===== src/verilog/decoder_cfg_pkg.sv =====
// Shared constants and types for the decoder programming front end.
// Assumes a single 200 MHz core clock and frames already decoded from the track signal.
package decoder_cfg_pkg;

    // Clock rate and flashing half periods.
    localparam int unsigned CLK_KHZ        = 200_000;
    localparam int unsigned SLOW_HALF_MS   = 500;
    localparam int unsigned FAST_HALF_MS   = 125;
    localparam int unsigned SLOW_HALF_CYC  = SLOW_HALF_MS * CLK_KHZ;
    localparam int unsigned FAST_HALF_CYC  = FAST_HALF_MS * CLK_KHZ;
    localparam int unsigned FLASH_CNT_W    = 27;

    // Configuration variable numbers.
    localparam logic [9:0] CV_SHORT_ADDR   = 10'h001;
    localparam logic [9:0] CV_VERSION      = 10'h007;
    localparam logic [9:0] CV_MAKER        = 10'h008;
    localparam logic [9:0] CV_LONG_HI      = 10'h011;
    localparam logic [9:0] CV_LONG_LO      = 10'h012;
    localparam logic [9:0] CV_CONSIST      = 10'h013;
    localparam logic [9:0] CV_AUX_NUM      = 10'h01a;
    localparam logic [9:0] CV_CONFIG       = 10'h01d;
    localparam logic [9:0] CV_AUX_VAL      = 10'h01e;
    localparam logic [9:0] CV_PAGE_HI      = 10'h01f;
    localparam logic [9:0] CV_PAGE_LO      = 10'h020;
    localparam logic [9:0] CV_ADDR2        = 10'h02f;

    // Fixed values and limits.
    localparam logic [7:0] PROG_ADDR       = 8'h50;
    localparam logic [7:0] DIGIT_ZERO_ALT  = 8'h0a;
    localparam logic [7:0] PAGE_HI_VAL     = 8'h00;
    localparam logic [7:0] PAGE_LO_VAL     = 8'hff;
    localparam logic [7:0] SHORT_MAX       = 8'h7f;
    localparam logic [9:0] DIGIT_WEIGHT    = 10'h00a;
    localparam int         EXT_ADDR_BIT    = 5;

    // Writable variable storage, one slot per variable.
    localparam int         NUM_SLOTS       = 8;
    localparam int         S_SHORT         = 0;
    localparam int         S_LONG_HI       = 1;
    localparam int         S_LONG_LO       = 2;
    localparam int         S_CONSIST       = 3;
    localparam int         S_AUX_NUM       = 4;
    localparam int         S_CONFIG        = 5;
    localparam int         S_AUX_VAL       = 6;
    localparam int         S_ADDR2         = 7;
    localparam logic [NUM_SLOTS-1:0][9:0] SLOT_NUM = {CV_ADDR2, CV_AUX_VAL, CV_CONFIG, CV_AUX_NUM,
                                                      CV_CONSIST, CV_LONG_LO, CV_LONG_HI, CV_SHORT_ADDR};
    localparam logic [NUM_SLOTS-1:0][7:0] SLOT_DEFAULT = {8'h04, 8'h00, 8'h0e, 8'h00,
                                                          8'h00, 8'hff, 8'hc0, 8'h03};

    typedef enum logic [2:0] {
        PH_IDLE   = 3'b001,
        PH_NUMBER = 3'b010,
        PH_VALUE  = 3'b100
    } prog_phase_t;

    // One decoded trinary-format frame; funcs bit 0 is F0.
    typedef struct packed {
        logic       valid;
        logic       dir_change;
        logic [7:0] address;
        logic [4:0] funcs;
    } trinary_frame_t;

    // One DCC-format variable access.
    typedef struct packed {
        logic       wr;
        logic       rd;
        logic [9:0] number;
        logic [7:0] data;
    } dcc_access_t;

    // Address settings handed to the command decoders.
    typedef struct packed {
        logic        dcc_enable;
        logic        long_enable;
        logic [13:0] long_address;
        logic [6:0]  short_address;
        logic [6:0]  consist_address;
        logic        trinary_enable;
        logic [7:0]  trinary_address;
        logic [7:0]  trinary_address2;
    } addr_config_t;

endpackage : decoder_cfg_pkg


===== src/verilog/decoder_register_programming.sv =====
// Configuration front end: trinary programming mode and the config_variable bank.
// Assumes frames and DCC accesses arrive decoded and synchronous to core_clk.
module decoder_register_programming
    import decoder_cfg_pkg::*;
#(
    parameter int unsigned SLOW_HALF_CYCLES = SLOW_HALF_CYC,
    parameter int unsigned FAST_HALF_CYCLES = FAST_HALF_CYC,
    parameter logic [7:0]  VERSION_ID       = 8'h01,  // Arbitrary value.
    parameter logic [7:0]  MAKER_ID         = 8'h5a   // Arbitrary value.
)(
    input  wire logic     core_clk,
    input  wire logic     reset_n,
    input  wire logic     track_power,
    input  trinary_frame_t frame_in,
    input  dcc_access_t   dcc_in,
    output logic [7:0]    dcc_read_data,
    output logic          dcc_read_valid,
    output logic          prog_mode,
    output logic          light_flash,
    output addr_config_t  addr_cfg,
    output logic [9:0]    func_state
);

    typedef struct packed {
        logic [NUM_SLOTS-1:0][7:0] cv;
        prog_phase_t               phase;
        logic                      prog_r;
        logic                      power_q;
        logic                      armed;
        logic                      got_entry;
        logic [7:0]                entry;
        logic [9:0]                number;
        logic [7:0]                rd_data;
        logic                      rd_valid;
        addr_config_t              cfg;
        logic [9:0]                funcs;
    } prog_state_t;

    prog_state_t          st_r;
    prog_state_t          st_nxt;
    logic                 wr_en;
    logic [9:0]           wr_num;
    logic [7:0]           wr_val;
    logic                 addr_ok;
    logic                 ext_addr;
    logic [NUM_SLOTS-1:0] rd_hit;
    logic [7:0]           slot_rd;

    // Joins the preset hundreds and tens with an entered units digit.
    function automatic logic [11:0] join_digits(input logic [7:0] high, input logic [7:0] unit);
        logic [11:0] base;
        logic [3:0]  u;
        base = 12'(high) * 12'(DIGIT_WEIGHT);
        u = (unit == DIGIT_ZERO_ALT) ? 4'h0 : unit[3:0];
        join_digits = base + 12'(u);
    endfunction : join_digits

    // True when an entry is a units digit to be joined with a preset.
    function automatic logic use_digits(input logic [7:0] high, input logic [7:0] unit);
        use_digits = (high != 8'h00) && (unit <= DIGIT_ZERO_ALT);
    endfunction : use_digits

    // Read decode of the writable slots, one comparator per slot.
    genvar g;
    generate
        for (g = 0; g < NUM_SLOTS; g++)
        begin : g_slot
            assign rd_hit[g] = (dcc_in.number == SLOT_NUM[g]);
        end
    endgenerate

    always_comb
    begin
        slot_rd = 8'h00;
        for (int i = 0; i < NUM_SLOTS; i++)
        begin
            if (rd_hit[i])
                slot_rd = st_r.cv[i];
        end
    end

    assign ext_addr = st_r.cv[S_CONFIG][EXT_ADDR_BIT];
    assign addr_ok  = (frame_in.address == st_r.cv[S_SHORT]) || (frame_in.address == PROG_ADDR);

    // Next-state logic: programming sequence, DCC accesses, variable writes, output images.
    always_comb
    begin
        st_nxt          = st_r;
        wr_en           = 1'b0;
        wr_num          = 10'h000;
        wr_val          = 8'h00;
        st_nxt.power_q  = track_power;
        st_nxt.rd_valid = 1'b0;

        // A fresh power return arms entry; only the first frame after it may open the mode.
        if (track_power && !st_r.power_q)
            st_nxt.armed = 1'b1;

        if (!track_power)
        begin
            st_nxt.phase     = PH_IDLE;
            st_nxt.armed     = 1'b0;
            st_nxt.got_entry = 1'b0;
        end
        else if (frame_in.valid)
        begin
            st_nxt.armed = 1'b0;
            case (st_r.phase)
                PH_IDLE:
                begin
                    if (st_r.armed && frame_in.dir_change && addr_ok && (frame_in.funcs == 5'h00))
                    begin
                        st_nxt.phase     = PH_NUMBER;
                        st_nxt.got_entry = 1'b0;
                    end
                    else if (st_r.cfg.trinary_enable && (frame_in.address == st_r.cfg.trinary_address))
                    begin
                        st_nxt.funcs[4:0] = frame_in.funcs;
                    end
                    else if (st_r.cfg.trinary_enable && (frame_in.address == st_r.cfg.trinary_address2))
                    begin
                        st_nxt.funcs[8:5] = frame_in.funcs[4:1];
                        st_nxt.funcs[9]   = frame_in.funcs[0];
                    end
                end
                PH_NUMBER:
                begin
                    // The held direction key repeats; only a change after a new entry counts.
                    if (frame_in.dir_change && st_r.got_entry && addr_ok)
                    begin
                        if (use_digits(st_r.cv[S_AUX_NUM], st_r.entry))
                            st_nxt.number = 10'(join_digits(st_r.cv[S_AUX_NUM], st_r.entry));
                        else
                            st_nxt.number = 10'(st_r.entry);
                        st_nxt.phase     = PH_VALUE;
                        st_nxt.got_entry = 1'b0;
                    end
                    else if (!frame_in.dir_change)
                    begin
                        st_nxt.entry     = frame_in.address;
                        st_nxt.got_entry = 1'b1;
                    end
                end
                PH_VALUE:
                begin
                    if (frame_in.dir_change && st_r.got_entry && addr_ok)
                    begin
                        wr_en  = 1'b1;
                        wr_num = st_r.number;
                        if (use_digits(st_r.cv[S_AUX_VAL], st_r.entry))
                            wr_val = 8'(join_digits(st_r.cv[S_AUX_VAL], st_r.entry));
                        else
                            wr_val = st_r.entry;
                        st_nxt.phase     = PH_NUMBER;
                        st_nxt.got_entry = 1'b0;
                    end
                    else if (!frame_in.dir_change)
                    begin
                        st_nxt.entry     = frame_in.address;
                        st_nxt.got_entry = 1'b1;
                    end
                end
                default:
                begin
                    st_nxt.phase = PH_IDLE;
                end
            endcase
        end

        // DCC accesses are ignored, not held, while programming mode is active.
        if (st_r.phase == PH_IDLE && st_r.cfg.dcc_enable)
        begin
            if (dcc_in.wr)
            begin
                wr_en  = 1'b1;
                wr_num = dcc_in.number;
                wr_val = dcc_in.data;
            end
            else if (dcc_in.rd)
            begin
                st_nxt.rd_valid = 1'b1;
                case (dcc_in.number)
                    CV_VERSION: st_nxt.rd_data = VERSION_ID;
                    CV_MAKER:   st_nxt.rd_data = MAKER_ID;
                    CV_PAGE_HI: st_nxt.rd_data = PAGE_HI_VAL;
                    CV_PAGE_LO: st_nxt.rd_data = PAGE_LO_VAL;
                    default:    st_nxt.rd_data = slot_rd;
                endcase
            end
        end

        // Writes: the maker number restores defaults, fixed numbers keep their value.
        if (wr_en)
        begin
            if (wr_num == CV_MAKER)
            begin
                st_nxt.cv = SLOT_DEFAULT;
            end
            else
            begin
                // A number above SHORT_MAX or a value other than the last entry clears the presets, so a later plain write is not joined.
                if (wr_num > 10'(SHORT_MAX) || wr_val != st_r.entry)
                begin
                    st_nxt.cv[S_AUX_NUM] = 8'h00;
                    st_nxt.cv[S_AUX_VAL] = 8'h00;
                end
                for (int i = 0; i < NUM_SLOTS; i++)
                begin
                    if (wr_num == SLOT_NUM[i])
                        st_nxt.cv[i] = wr_val;
                end
            end
        end

        // Address images for the command decoders, refreshed every cycle.
        st_nxt.cfg.dcc_enable       = !((st_r.cv[S_SHORT] > SHORT_MAX) && !ext_addr);
        st_nxt.cfg.long_enable      = ext_addr;
        st_nxt.cfg.long_address     = {st_r.cv[S_LONG_HI][5:0], st_r.cv[S_LONG_LO]};
        st_nxt.cfg.short_address    = st_r.cv[S_SHORT][6:0];
        st_nxt.cfg.consist_address  = st_r.cv[S_CONSIST][6:0];
        st_nxt.cfg.trinary_enable   = !ext_addr;
        st_nxt.cfg.trinary_address  = st_r.cv[S_SHORT];
        st_nxt.cfg.trinary_address2 = st_r.cv[S_ADDR2];
        st_nxt.prog_r               = (st_nxt.phase != PH_IDLE);
    end

    // State register; the variable bank starts at its delivery defaults.
    always_ff @(posedge core_clk or negedge reset_n)
    begin
        if (!reset_n)
        begin
            st_r       <= '0;
            st_r.cv    <= SLOT_DEFAULT;
            st_r.phase <= PH_IDLE;
        end
        else
        begin
            st_r <= st_nxt;
        end
    end

    // Lighting shows which entry the sequence waits for.
    flash_gen #(
        .SLOW_HALF (SLOW_HALF_CYCLES),
        .FAST_HALF (FAST_HALF_CYCLES)
    ) u_flash (
        .core_clk (core_clk),
        .reset_n  (reset_n),
        .enable   (st_r.prog_r),
        .fast     (st_r.phase == PH_VALUE),
        .lamp     (light_flash)
    );

    assign prog_mode      = st_r.prog_r;
    assign dcc_read_data  = st_r.rd_data;
    assign dcc_read_valid = st_r.rd_valid;
    assign addr_cfg       = st_r.cfg;
    assign func_state     = st_r.funcs;
endmodule : decoder_register_programming


===== src/verilog/flash_gen.sv =====
// Lamp flasher: slow or fast square wave while enabled, dark otherwise.
// Assumes enable and fast come from flip-flops in the same clock domain.
module flash_gen
    import decoder_cfg_pkg::*;
#(
    parameter int unsigned SLOW_HALF = SLOW_HALF_CYC,
    parameter int unsigned FAST_HALF = FAST_HALF_CYC
)(
    input  wire logic core_clk,
    input  wire logic reset_n,
    input  wire logic enable,
    input  wire logic fast,
    output logic      lamp
);

    typedef struct packed {
        logic [FLASH_CNT_W-1:0] count;
        logic                   fast_r;
        logic                   lamp_r;
    } flash_state_t;

    flash_state_t st_r;
    flash_state_t st_nxt;
    logic         tick;

    // The divider restarts on a rate change so the new rate shows from its first half period.
    always_comb
    begin
        st_nxt        = st_r;
        st_nxt.fast_r = fast;
        tick          = (st_r.count == 0);
        if (!enable || (fast != st_r.fast_r))
        begin
            st_nxt.count  = FLASH_CNT_W'((fast ? FAST_HALF : SLOW_HALF) - 1);
            st_nxt.lamp_r = enable & st_r.lamp_r;
        end
        else if (tick)
        begin
            st_nxt.count  = FLASH_CNT_W'((fast ? FAST_HALF : SLOW_HALF) - 1);
            st_nxt.lamp_r = ~st_r.lamp_r;
        end
        else
        begin
            st_nxt.count = st_r.count - 1'b1;
        end
    end

    // State register.
    always_ff @(posedge core_clk or negedge reset_n)
    begin
        if (!reset_n)
            st_r <= '0;
        else
            st_r <= st_nxt;
    end

    assign lamp = st_r.lamp_r;

endmodule : flash_gen


===== config.mk =====
export PLATFORM = sky130hd
export DESIGN_NAME = decoder_register_programming
export DESIGN_NICKNAME = d
export VERILOG_FILES = /design/src/verilog/decoder_cfg_pkg.sv /design/src/verilog/decoder_register_programming.sv /design/src/verilog/flash_gen.sv
export SDC_FILE = /design/constraint.sdc
export NUM_CORES = 1
export LEC_CHECK = 0
export BUFFER_PORTS_ARGS = -buffer_cell sky130_fd_sc_hd__buf_4
export CAP_MARGIN = 20
export CORE_MARGIN = 2
export CORE_UTILIZATION = 30
export CTS_BUF_LIST = sky130_fd_sc_hd__clkbuf_8
export CTS_CLUSTER_SIZE = 14
export DETAILED_ROUTE_END_ITERATION = 12
export PLACE_DENSITY = 0.56
export SLEW_MARGIN = 40
export SYNTH_ARGS = -nofsm -noshare
export SYNTH_HDL_FRONTEND = slang
export SYNTH_SLANG_ARGS = --single-unit

===== constraint.sdc =====
create_clock -name core_clk -period 3.4 [get_ports core_clk]
set_clock_uncertainty 0.15 [all_clocks]
set_input_delay 0.34 -clock core_clk [delete_from_list [all_inputs] [get_ports core_clk]]
set_output_delay 0.34 -clock core_clk [all_outputs]
set_load 0.01 [all_outputs]

# After elaboration in Yosys (flattened, before gate mapping)
# Index checks and enable logic that the tools add are counted.
[totals]
in_bits = 38
register_bits = 184
output_inout_bits = 68
wordCells = 195
[classes]
bitwise_logic = 7
reduce_logical = 47
multipliers = 2
eq_ne = 37
add_sub_neg = 4
muxes = 65
magnitude_cmp = 3
[ops]
columns = ["operator", "n"]
rows = [
  ["$mux W8", 26],
  ["$eq A10 B5 Y1 const B", 13],
  ["$mux W10", 9],
  ["$mux W27", 3],
  ["$mux W64", 1],
  ["$sub A27 B1 Y27 const B", 2],
  ["$pmux W8 S4", 1],
  ["$eq A10 B6 Y1 const B", 3],
  ["$logic_not A27 Y1", 1],
  ["$eq A8 B8 Y1", 3],
  ["$eq A10 B1 Y1 const B", 2],
  ["$eq A10 B4 Y1 const B", 2],
  ["$mux W20", 1],
  ["$reduce_and A2 Y1", 8],
  ["$reduce_bool A8 Y1", 2],
  ["$mux W3", 5],
  ["$mux W1", 14],
  ["$reduce_bool A2 Y1", 7],
  ["$logic_and A1 B1 Y1", 12],
  ["$add A10 B4 Y10", 1],
  ["$eq A10 B3 Y1 const B", 1],
  ["$gt A10 B7 Y1 const B", 1],
  ["$reduce_and A5 Y1", 2],
  ["$mul A8 B3 Y9 const B", 1],
  ["31 further kinds", 44],
]

# Logic depth before layout (Yosys ltp)
# Gate-level depths: netlist of the first run.
[logic_depth]
depth_word = 15
mapped_depth = 14
depth_no_buf = 13

# By module
# From an unflattened synthesis of the first run, not the netlist that was laid out.
[unflattened]
cells_unflattened = 1061
area_unflattened_um2 = 10336.2
[modules_own_cells]
columns = ["mod", "cells_each", "instances", "seq_area_each_um2", "area_each_um2"]
rows = [
  ["decoder_register_programming", 912, 1, 3724.8, 8853.5],
  ["flash_gen", 149, 1, 725.7, 1482.7],
]

# Worst setup path before layout of the first run
# No wires, ideal clock.
[synth_path]
path_type = "reg-to-reg"
start = "reg st_r[81] (netlist name)"
end = "reg st_r[75] (netlist name)"
path_stages_with_launch = 12
setup_slack_ns = -0.096
period_less_slack_ns = 3.496
t_required_ns = 3.116
arrival_time_ns = 3.212
n_path_buf = 0
setup_ns = 0.134
path_cell_list = "dfrtp_1 > or4_1 > nor3_1 > a21boi_0 > ha_1 > nor2b_1 > o21ai_0 > or3b_2 > nor4b_1 > xnor3_1 > nand2_1 > o21ai_0"
[synth_via]
elab_chain_cells = 4
word_cells_on_any_way = 6
cone_classes = "1 x add/sub; 1 x order compare; 1 x eq/ne; 2 x mux; 1 x reduce/logical"
[synth_lines]
columns = ["item", "line", "source"]
rows = [
  ["from (decl)", "decoder_register_programming.sv:39", "prog_state_t st_r;"],
  ["from (signal assigned)", "decoder_register_programming.sv:238", "st_r <= st_nxt;"],
  ["$eq A8 B4 Y1", "decoder_register_programming.sv:54", "u = (unit == DIGIT_ZERO_ALT) ? 4'h0 : unit[3:0];"],
  ["$mux W4", "decoder_register_programming.sv:54", ""],
  ["$add A10 B4 Y10", "decoder_register_programming.sv:55", "join_digits = base + 12'(u);"],
  ["$mux W10 (*)", "decoder_register_programming.sv:131", "if (use_digits(st_r.cv[S_AUX_NUM], st_r.entry))"],
]
# Mark *: on every way between the ends. The rest lies on a longest branch, timed or not.
# A chain may end at the register's enable or synchronous reset.

# Worst setup path after layout of the first run
[layout_path]
start = "reg st_r[80] (netlist name)"
end = "reg st_r[130] (netlist name)"
[layout_via]
elab_chain_cells = 14
word_cells_on_any_way = 18
cone_classes = "1 x add/sub; 1 x order compare; 2 x eq/ne; 10 x mux; 4 x reduce/logical"
[layout_lines]
columns = ["item", "line", "source"]
rows = [
  ["$eq A8 B4 Y1", "decoder_register_programming.sv:54", ""],
  ["$mux W4", "decoder_register_programming.sv:54", ""],
  ["$add A8 B4 Y8", "decoder_register_programming.sv:55", ""],
  ["$mux W8", "decoder_register_programming.sv:150", "if (use_digits(st_r.cv[S_AUX_VAL], st_r.entry))"],
  ["$mux W8", "decoder_register_programming.sv:146", "if (frame_in.dir_change && st_r.got_entry && addr_ok)"],
  ["$mux W8", "decoder_register_programming.sv:108", "case (st_r.phase)"],
  ["$mux W8", "decoder_register_programming.sv:105", "else if (frame_in.valid)"],
  ["$mux W8", "decoder_register_programming.sv:99", "if (!track_power)"],
  ["$mux W8", "decoder_register_programming.sv:173", "if (dcc_in.wr)"],
  ["$mux W8", "decoder_register_programming.sv:171", "if (st_r.phase == PH_IDLE && st_r.cfg.dcc_enable)"],
  ["$ne A8 B8 Y1", "decoder_register_programming.sv:202", "if (wr_num > 10'(SHORT_MAX) || wr_val != st_r.entry)"],
  ["$logic_or A1 B1 Y1", "decoder_register_programming.sv:202", ""],
  ["$reduce_bool A3 Y1 (no source line)", "--", ""],
  ["$reduce_and A2 Y1 (no source line)", "--", ""],
]
# Several ways; a longest one is shown, not always the timed one.

==> impl_metrics.env, run 1 <==
export IMPL_cts_tree="yes"
export IMPL_grt_max_degree=78
export IMPL_hold_path_class="in2reg"
export IMPL_syn_to_final_growth_pct=20.1
export IMPL_maxSlewHeadroom_pct=48.5
export IMPL_endpoint_kind="flop"
export IMPL_cts_buffer_depth=2
export IMPL_hold_viol_final=0
export IMPL_gr_total_overflow=0
export IMPL_ys_flop_type="dfrtp_1"
export IMPL_worst_pin_slew_ps=773
export IMPL_synth_edff_count=0
export IMPL_grt_pass1_vias=7889
export IMPL_drtIter0Drc=837
export IMPL_grt_pass1_wl_mm=48.9
export IMPL_gp_congestion=0.948
export IMPL_cp_slowest_cell="or4_4"
export IMPL_cp_required_ps=3660
export IMPL_synth_cell_type_count=82
export IMPL_regToRegSetupSlack_ps=20
export IMPL_detailed_place_hpwl_mm=24.6
export IMPL_r2r_start="st_r[80]"
export IMPL_fillers=3301
export IMPL_syn_area_per_cell_um2=10.1
export IMPL_ios=106
export IMPL_path_buf_inv=2
export IMPL_finalMaxSlewViolations=0
export IMPL_ys_top_cells_by_area="dfrtp_1 40%, mux2_2 5.5%, buf_4 4.9%, dfstp_2 4.5%, ha_1 3.2%"
export IMPL_reg2reg_depth=14
export IMPL_period_share_pct=99.4
export IMPL_clk_latency_ps=480
export IMPL_yosysTopAreaCellShare_pct=39.9
export IMPL_regToRegEndpoint="st_r[130]"
export IMPL_htree_levels=4
export IMPL_rows=66
export IMPL_leakage_nw=5.41
export IMPL_setup_violations=0
export IMPL_synth_most_common_cell="dfrtp_1"
export IMPL_die_y_um=187
export IMPL_drtAntennaViolNets=0
export IMPL_finalCriticalPeriod_ps=3380
export IMPL_num_vias=8156
export IMPL_cts_buffers=17
export IMPL_synth_seq_cells=177
export IMPL_syn_cell_area_um2=10000
export IMPL_path_cells="or4_4, nor3_4, a21boi_2, ha_2, inv_2, fa_2, nor2b_4, o2111ai_2, xor3_1, o21ai_1, a21o_1, a41oi_4, clkbuf_16, a22oi_2"
export IMPL_die_area_um2=34900
export IMPL_drt_pass1_iter_count=5
export IMPL_syn_num_nets=1062
export IMPL_track_usage_pct=18.3
export IMPL_wl_per_cell_um=20.7
export IMPL_numPortBuffers=105
export IMPL_holdPathStages=3
export IMPL_yosysSeqAreaShare_pct=44.4
export IMPL_critical_path_top_delay_family="compound AO/OA/AOI/OAI gates"
export IMPL_max_stage_delay_ps=560
export IMPL_cp_max_fo=8
export IMPL_netlist_instances=994
export IMPL_start_util_pct=30.7
export IMPL_clk_pin_slew_ps=110
export IMPL_ir_drop_mv=0.292
export IMPL_async_flop_share_pct=100
export IMPL_cap_violations=0
export IMPL_status="finished, final reports clean"
export IMPL_coreArea_um2=32700
export IMPL_vias_per_cell=5.23
export IMPL_drc=0
export IMPL_rsz0062_at_grt="yes"
export IMPL_antenna_found_initial=1
export IMPL_whs_ps=26.5
export IMPL_nNetsFinal=1170
export IMPL_hold_path_startpoint="frame_in[9]"
export IMPL_yosysWarnings=0
export IMPL_wl_mm=32.3
export IMPL_cts_sinks=177
export IMPL_criticalPathCategory="reg2reg"
export IMPL_fin_cells=1558
export IMPL_power_density_nw_per_um2=526
export IMPL_dpl_cell_count=1514
export IMPL_drive_above_1_share_pct=29.2
export IMPL_start_kind="flop"
export IMPL_yosys_area_top_type="dfrtp_1"
export IMPL_max_freq_ghz=0.296
export IMPL_hold_end="st_r[80]"
export IMPL_root_buffer="clkbuf_8"
export IMPL_die_w_um=187
export IMPL_yosys_top_cells_count="160 x dfrtp_1, 82 x nand2_1, 66 x buf_4, 56 x a21oi_1, 49 x mux2_2"
export IMPL_arrival_ps=3640
state kept, by name, indices dropped and copies added (netlist names):
| register | cells |
|---|---|
| dcc_read_data | 8 |
| ext_addr | 1 |
| st_r | 50 |
| addr_cfg | 40 |
| u_flash.lamp | 1 |
| st_nxt | 37 |
| prog_mode | 1 |
| func_state | 10 |
| u_flash.st_r | 28 |
| dcc_read_valid | 1 |
layout by cell type, fill, tap and decap left out, drive strengths merged, types with 6 or more instances in the layout:
cell type,n
buf,183
dfrtp,160
nand2,82
a21oi,58
o21ai,50
mux2,49
nor2,45
inv,40
xnor2,32
nand3,32
xor2,31
ha,26
mux2i,23
nor4,21
clkbuf,21
and2,19
nor3,19
dfstp,17
nand4,16
nand2b,15
a22oi,15
a31oi,13
nor2b,11
a221oi,11
and3,10
a21o,8
dlygate4sd3,8
nand3b,7
or4,6
clkinv,6
worst max path at each step:
stage | start | endpoint | slack (ps) | cells past startpoint
finish | st_r[80] | st_r[130] | 20 | 14
global route | st_r[80] | st_r[126] | -160 | 14
CTS | st_r[80] | st_r[127] | 30 | 14
detailed placement | st_r[80] | st_r[75] | -170 | 11
global placement | st_r[80] | st_r[75] | -40 | 11
floorplan | st_r[81] | st_r[75] | 20 | 11
cell families after synthesis:
group           after synthesis  synth area share, %
compound gates              212                 14.3
xor+xnor                     65                 5.96
fa+ha+maj                    30                 4.04
buf+inv                     138                 7.76
flops                       177                 44.4
mux                          72                 7.79
simple gates                300                 15.8
where the power goes:
part	leakage, nW	switching [mW]	internal (mW)	total [mW]
registers	2.19	0.439	2.65	3.09
clock network	0.203	0.907	0.588	1.50
logic	3.02	0.865	0.891	1.76
total	5.41	2.21	4.13	6.34
area by class of cell:
cell class                 count  area, um^2  area share (%)
clock buffer                  19         262            2.17
sequential                   177        4450            36.9
clock inverter                13         141            1.17
antenna                        1        2.50          0.0208
inverter                      34         128            1.06
multi-input combinational    679        4960            41.1
tap                          442         553            4.59
timing repair buffer         193        1560            12.9
timing repair:
| item | 4_1_cts | 5_1_grt |
|---|---|---|
| hold buffers | 8 | 0 |
| setup endpoints to repair | 22 | 34 |
| gates resized for setup | 4 | 27 |
| gates cloned | 0 | 1 |
| pin swaps | 3 | 2 |
| hold endpoints to repair | 88 | 0 |
| buffers inserted | 0 | 2 |
stage by stage:
step	area [um^2]	setup TNS [ps]	total power, mW	setup slack, ps	util (%)
detailed placement	11400	-2580	4.83	-166	34.8
global placement	11400	-300	4.82	-38.8	34.8
floorplan	10000	0	4.14	23.9	-
finish	12100	0	6.34	21.8	36.8
CTS	11900	0	6.34	26.1	36.3
global route	12000	-1860	6.66	-160	36.8
worst reg2reg max path, cell delays in order (launching register included):
cell and delay [ps]:
dfrtp_1 390, or4_4 560, nor3_4 180, a21boi_2 110, ha_2 190, inv_2 50, fa_2 220, nor2b_4 50
o2111ai_2 180, xor3_1 360, o21ai_1 150, a21o_1 170, a41oi_4 170, clkbuf_16 230, a22oi_2 170
layer usage:
metal  wire length [um]  share of wire, %  vias up  track usage, %
met1              14500                45     4067            25.3
li1                   -                 -     3733               -
met2              15000                46      308            28.7
met5                  0                 0        -               0
met3               2050               6.3       48            4.03
met4                738               2.3        0            5.65
Power figures use the tool's default switching activity.
==> run 2, diff against run 1 <==
Settings changed: CORE_UTILIZATION 30 to 47, PLACE_DENSITY 0.56 to 0.77.
==> run 2 against run 1 <==
  * Die area is 35% lower
  * Wire length shrank 10%
  * Maximum frequency increased by 1.2%
  * Hold slack got worse by 7.3 ps
  * Power fell by 0.32%
  * Non-clock buffer count decreased by 14
  * Combinational power fell by 5%
  * Final area fell by 3.4%
  * Largest cell class unchanged
  * Largest power group unchanged
==> impl_metrics.env, run 2 (synthesis results as in run 1) <==
export IMPL_status="finished, final reports clean"
export IMPL_syn_to_final_growth_pct=16.0
export IMPL_finalCriticalPeriod_ps=3340
export IMPL_gr_total_overflow=0
export IMPL_worst_pin_slew_ps=839
export IMPL_regToRegEndpoint="st_r[137]"
export IMPL_ios=106
export IMPL_die_y_um=150
export IMPL_rsz0062_at_grt="yes"
export IMPL_start_util_pct=47.9
export IMPL_num_vias=8300
export IMPL_detailed_place_hpwl_mm=21.6
export IMPL_hold_end="st_r[80]"
export IMPL_max_stage_delay_ps=560
export IMPL_largest_register="st_r"
export IMPL_r2r_start="st_r[80]"
export IMPL_clk_latency_ps=480
export IMPL_max_freq_ghz=0.300
export IMPL_arrival_ps=3560
export IMPL_holdPathStages=3
export IMPL_drtIter0Drc=779
export IMPL_cap_violations=0
export IMPL_start_kind="flop"
export IMPL_gp_congestion=0.940
export IMPL_criticalPathCategory="reg2reg"
export IMPL_leakage_nw=5.33
export IMPL_fin_util_pct=55.5
export IMPL_critPathLaunch="st_r[80]"
export IMPL_antenna_found_initial=0
export IMPL_cts_buffers=17
export IMPL_drive_above_1_share_pct=27.4
export IMPL_wl_per_cell_um=21.1
export IMPL_place_ws_ps=-129
export IMPL_setup_slack_ps=61.6
export IMPL_vias_per_cell=6.03
export IMPL_grt_pass1_vias=8154
export IMPL_reg2reg_depth=13
export IMPL_ir_drop_mv=0.362
export IMPL_cp_slowest_cell="or4_4"
export IMPL_clk_pin_slew_ps=100
export IMPL_cp_required_ps=3620
export IMPL_final_common_cell="buf_4"
export IMPL_hold_path_startpoint="frame_in[9]"
export IMPL_power_density_nw_per_um2=543
export IMPL_setup_violations=0
export IMPL_cts_tree="yes"
export IMPL_root_buffer="clkbuf_8"
export IMPL_grt_pass1_wl_mm=45.8
export IMPL_htree_levels=4
export IMPL_antenna_cells=0
export IMPL_hold_path_class="in2reg"
export IMPL_largest_reg_flops=50
export IMPL_cp_max_fo=5
export IMPL_numPortBuffers=105
export IMPL_drc=0
export IMPL_final_cell_mix="167 x buf_4, 160 x dfrtp_1, 82 x nand2_1"
export IMPL_die_w_um=150
export IMPL_drtAntennaViolNets=0
export IMPL_coreArea_um2=21000
export IMPL_fillers=1829
export IMPL_track_usage_pct=26.8
export IMPL_regToRegSetupSlack_ps=60
export IMPL_endpoint_kind="flop"
export IMPL_hold_viol_final=0
export IMPL_grt_max_degree=83
export IMPL_maxSlewHeadroom_pct=44.1
export IMPL_nNetsFinal=1156
export IMPL_path_cells="or4_4, nor3_4, a21boi_1, ha_1, buf_4, a21oi_2, a21oi_1, xor2_1, a21oi_1, o21ai_0, buf_4, and2_1, mux2_2"
export IMPL_cts_sinks=177
export IMPL_wl_mm=29.1
export IMPL_cts_buffer_depth=2
export IMPL_finalMaxSlewViolations=0
export IMPL_rows=53
export IMPL_period_share_pct=98.2
export IMPL_die_area_um2=22500
export IMPL_drt_pass1_iter_count=8
export IMPL_cts_setup_buffers=0
==> run 2: cell count changes in the layout (fill, tap and decap cells not counted), sizes merged <==
cell | previous run | this run
buf | 183 | 171
clkbuf | 21 | 17
clkinv | 6 | 3
inv | 40 | 43
bufinv | 0 | 2
diode | 1 | 0
==> run 2: stage by stage <==
step	TNS [ps]	cell area, um^2	std cells	hold WS (ps)	power [mW]
2_1_floorplan	0	10000	994	-106	4.14
3_3_place_gp	-113	11100	1336	228	4.70
3_5_place_dp	-1810	11100	1336	232	4.75
4_1_cts	0	11600	1376	8.02	6.33
5_1_grt	-922	11600	1376	5.44	6.62
6_report	0	11600	1376	19.2	6.32
==> run 2: layout make-up <==
class                      count  area, um^2  area share (%)
clock buffer                  17         234            2.01
clock inverter                15         189            1.62
inverter                      34         128            1.10
multi-input combinational    679        4890            42.0
sequential                   177        4450            38.2
tap                          275         344            2.96
timing repair buffer         179        1410            12.1
==> run 2: repair_timing <==
item,4_1_cts,5_1_grt
pin swaps,2,2
gates cloned,0,0
endpoints found under the setup margin,26,36
hold buffers,8,0
gates resized for setup,5,14
hold endpoints to repair,92,0
==> run 2: worst max path at each step <==
stage | end | depth (start not counted)
4_1_cts | st_r[75] | 11
3_3_place_gp | st_r[124] | 14
5_1_grt | st_r[125] | 12
2_1_floorplan | st_r[75] | 11
3_5_place_dp | st_r[75] | 11
6_report | st_r[137] | 13
==> run 2: worst max-delay path: cells and delay by family (launching register included) <==
kind / cells / cell delay (ps)
buffers and inverters: 2 / 340
muxes: 1 / 270
and+or+nand+nor: 3 / 930
DFF: 1 / 390
adders and majority gates: 1 / 360
AOI/OAI and AO/OA: 5 / 640
xor gates and xnor gates: 1 / 160
==> run 2: power breakdown <==
group	total [mW]	internal, mW	switching [mW]
combinational	1.67	0.840	0.828
clock	1.57	0.692	0.882
sequential	3.08	2.65	0.429
==> run 2: metal layers <==
metal	routed length [um]	vias to the layer above	global-route usage, %	share of wire, %
met3	2580	91	5.94	8.9
li1	-	3701	-	-
met2	13500	462	42.5	46
met4	1000	0	9.67	3.5
met1	12000	4046	36.2	41
met5	0	-	0	0
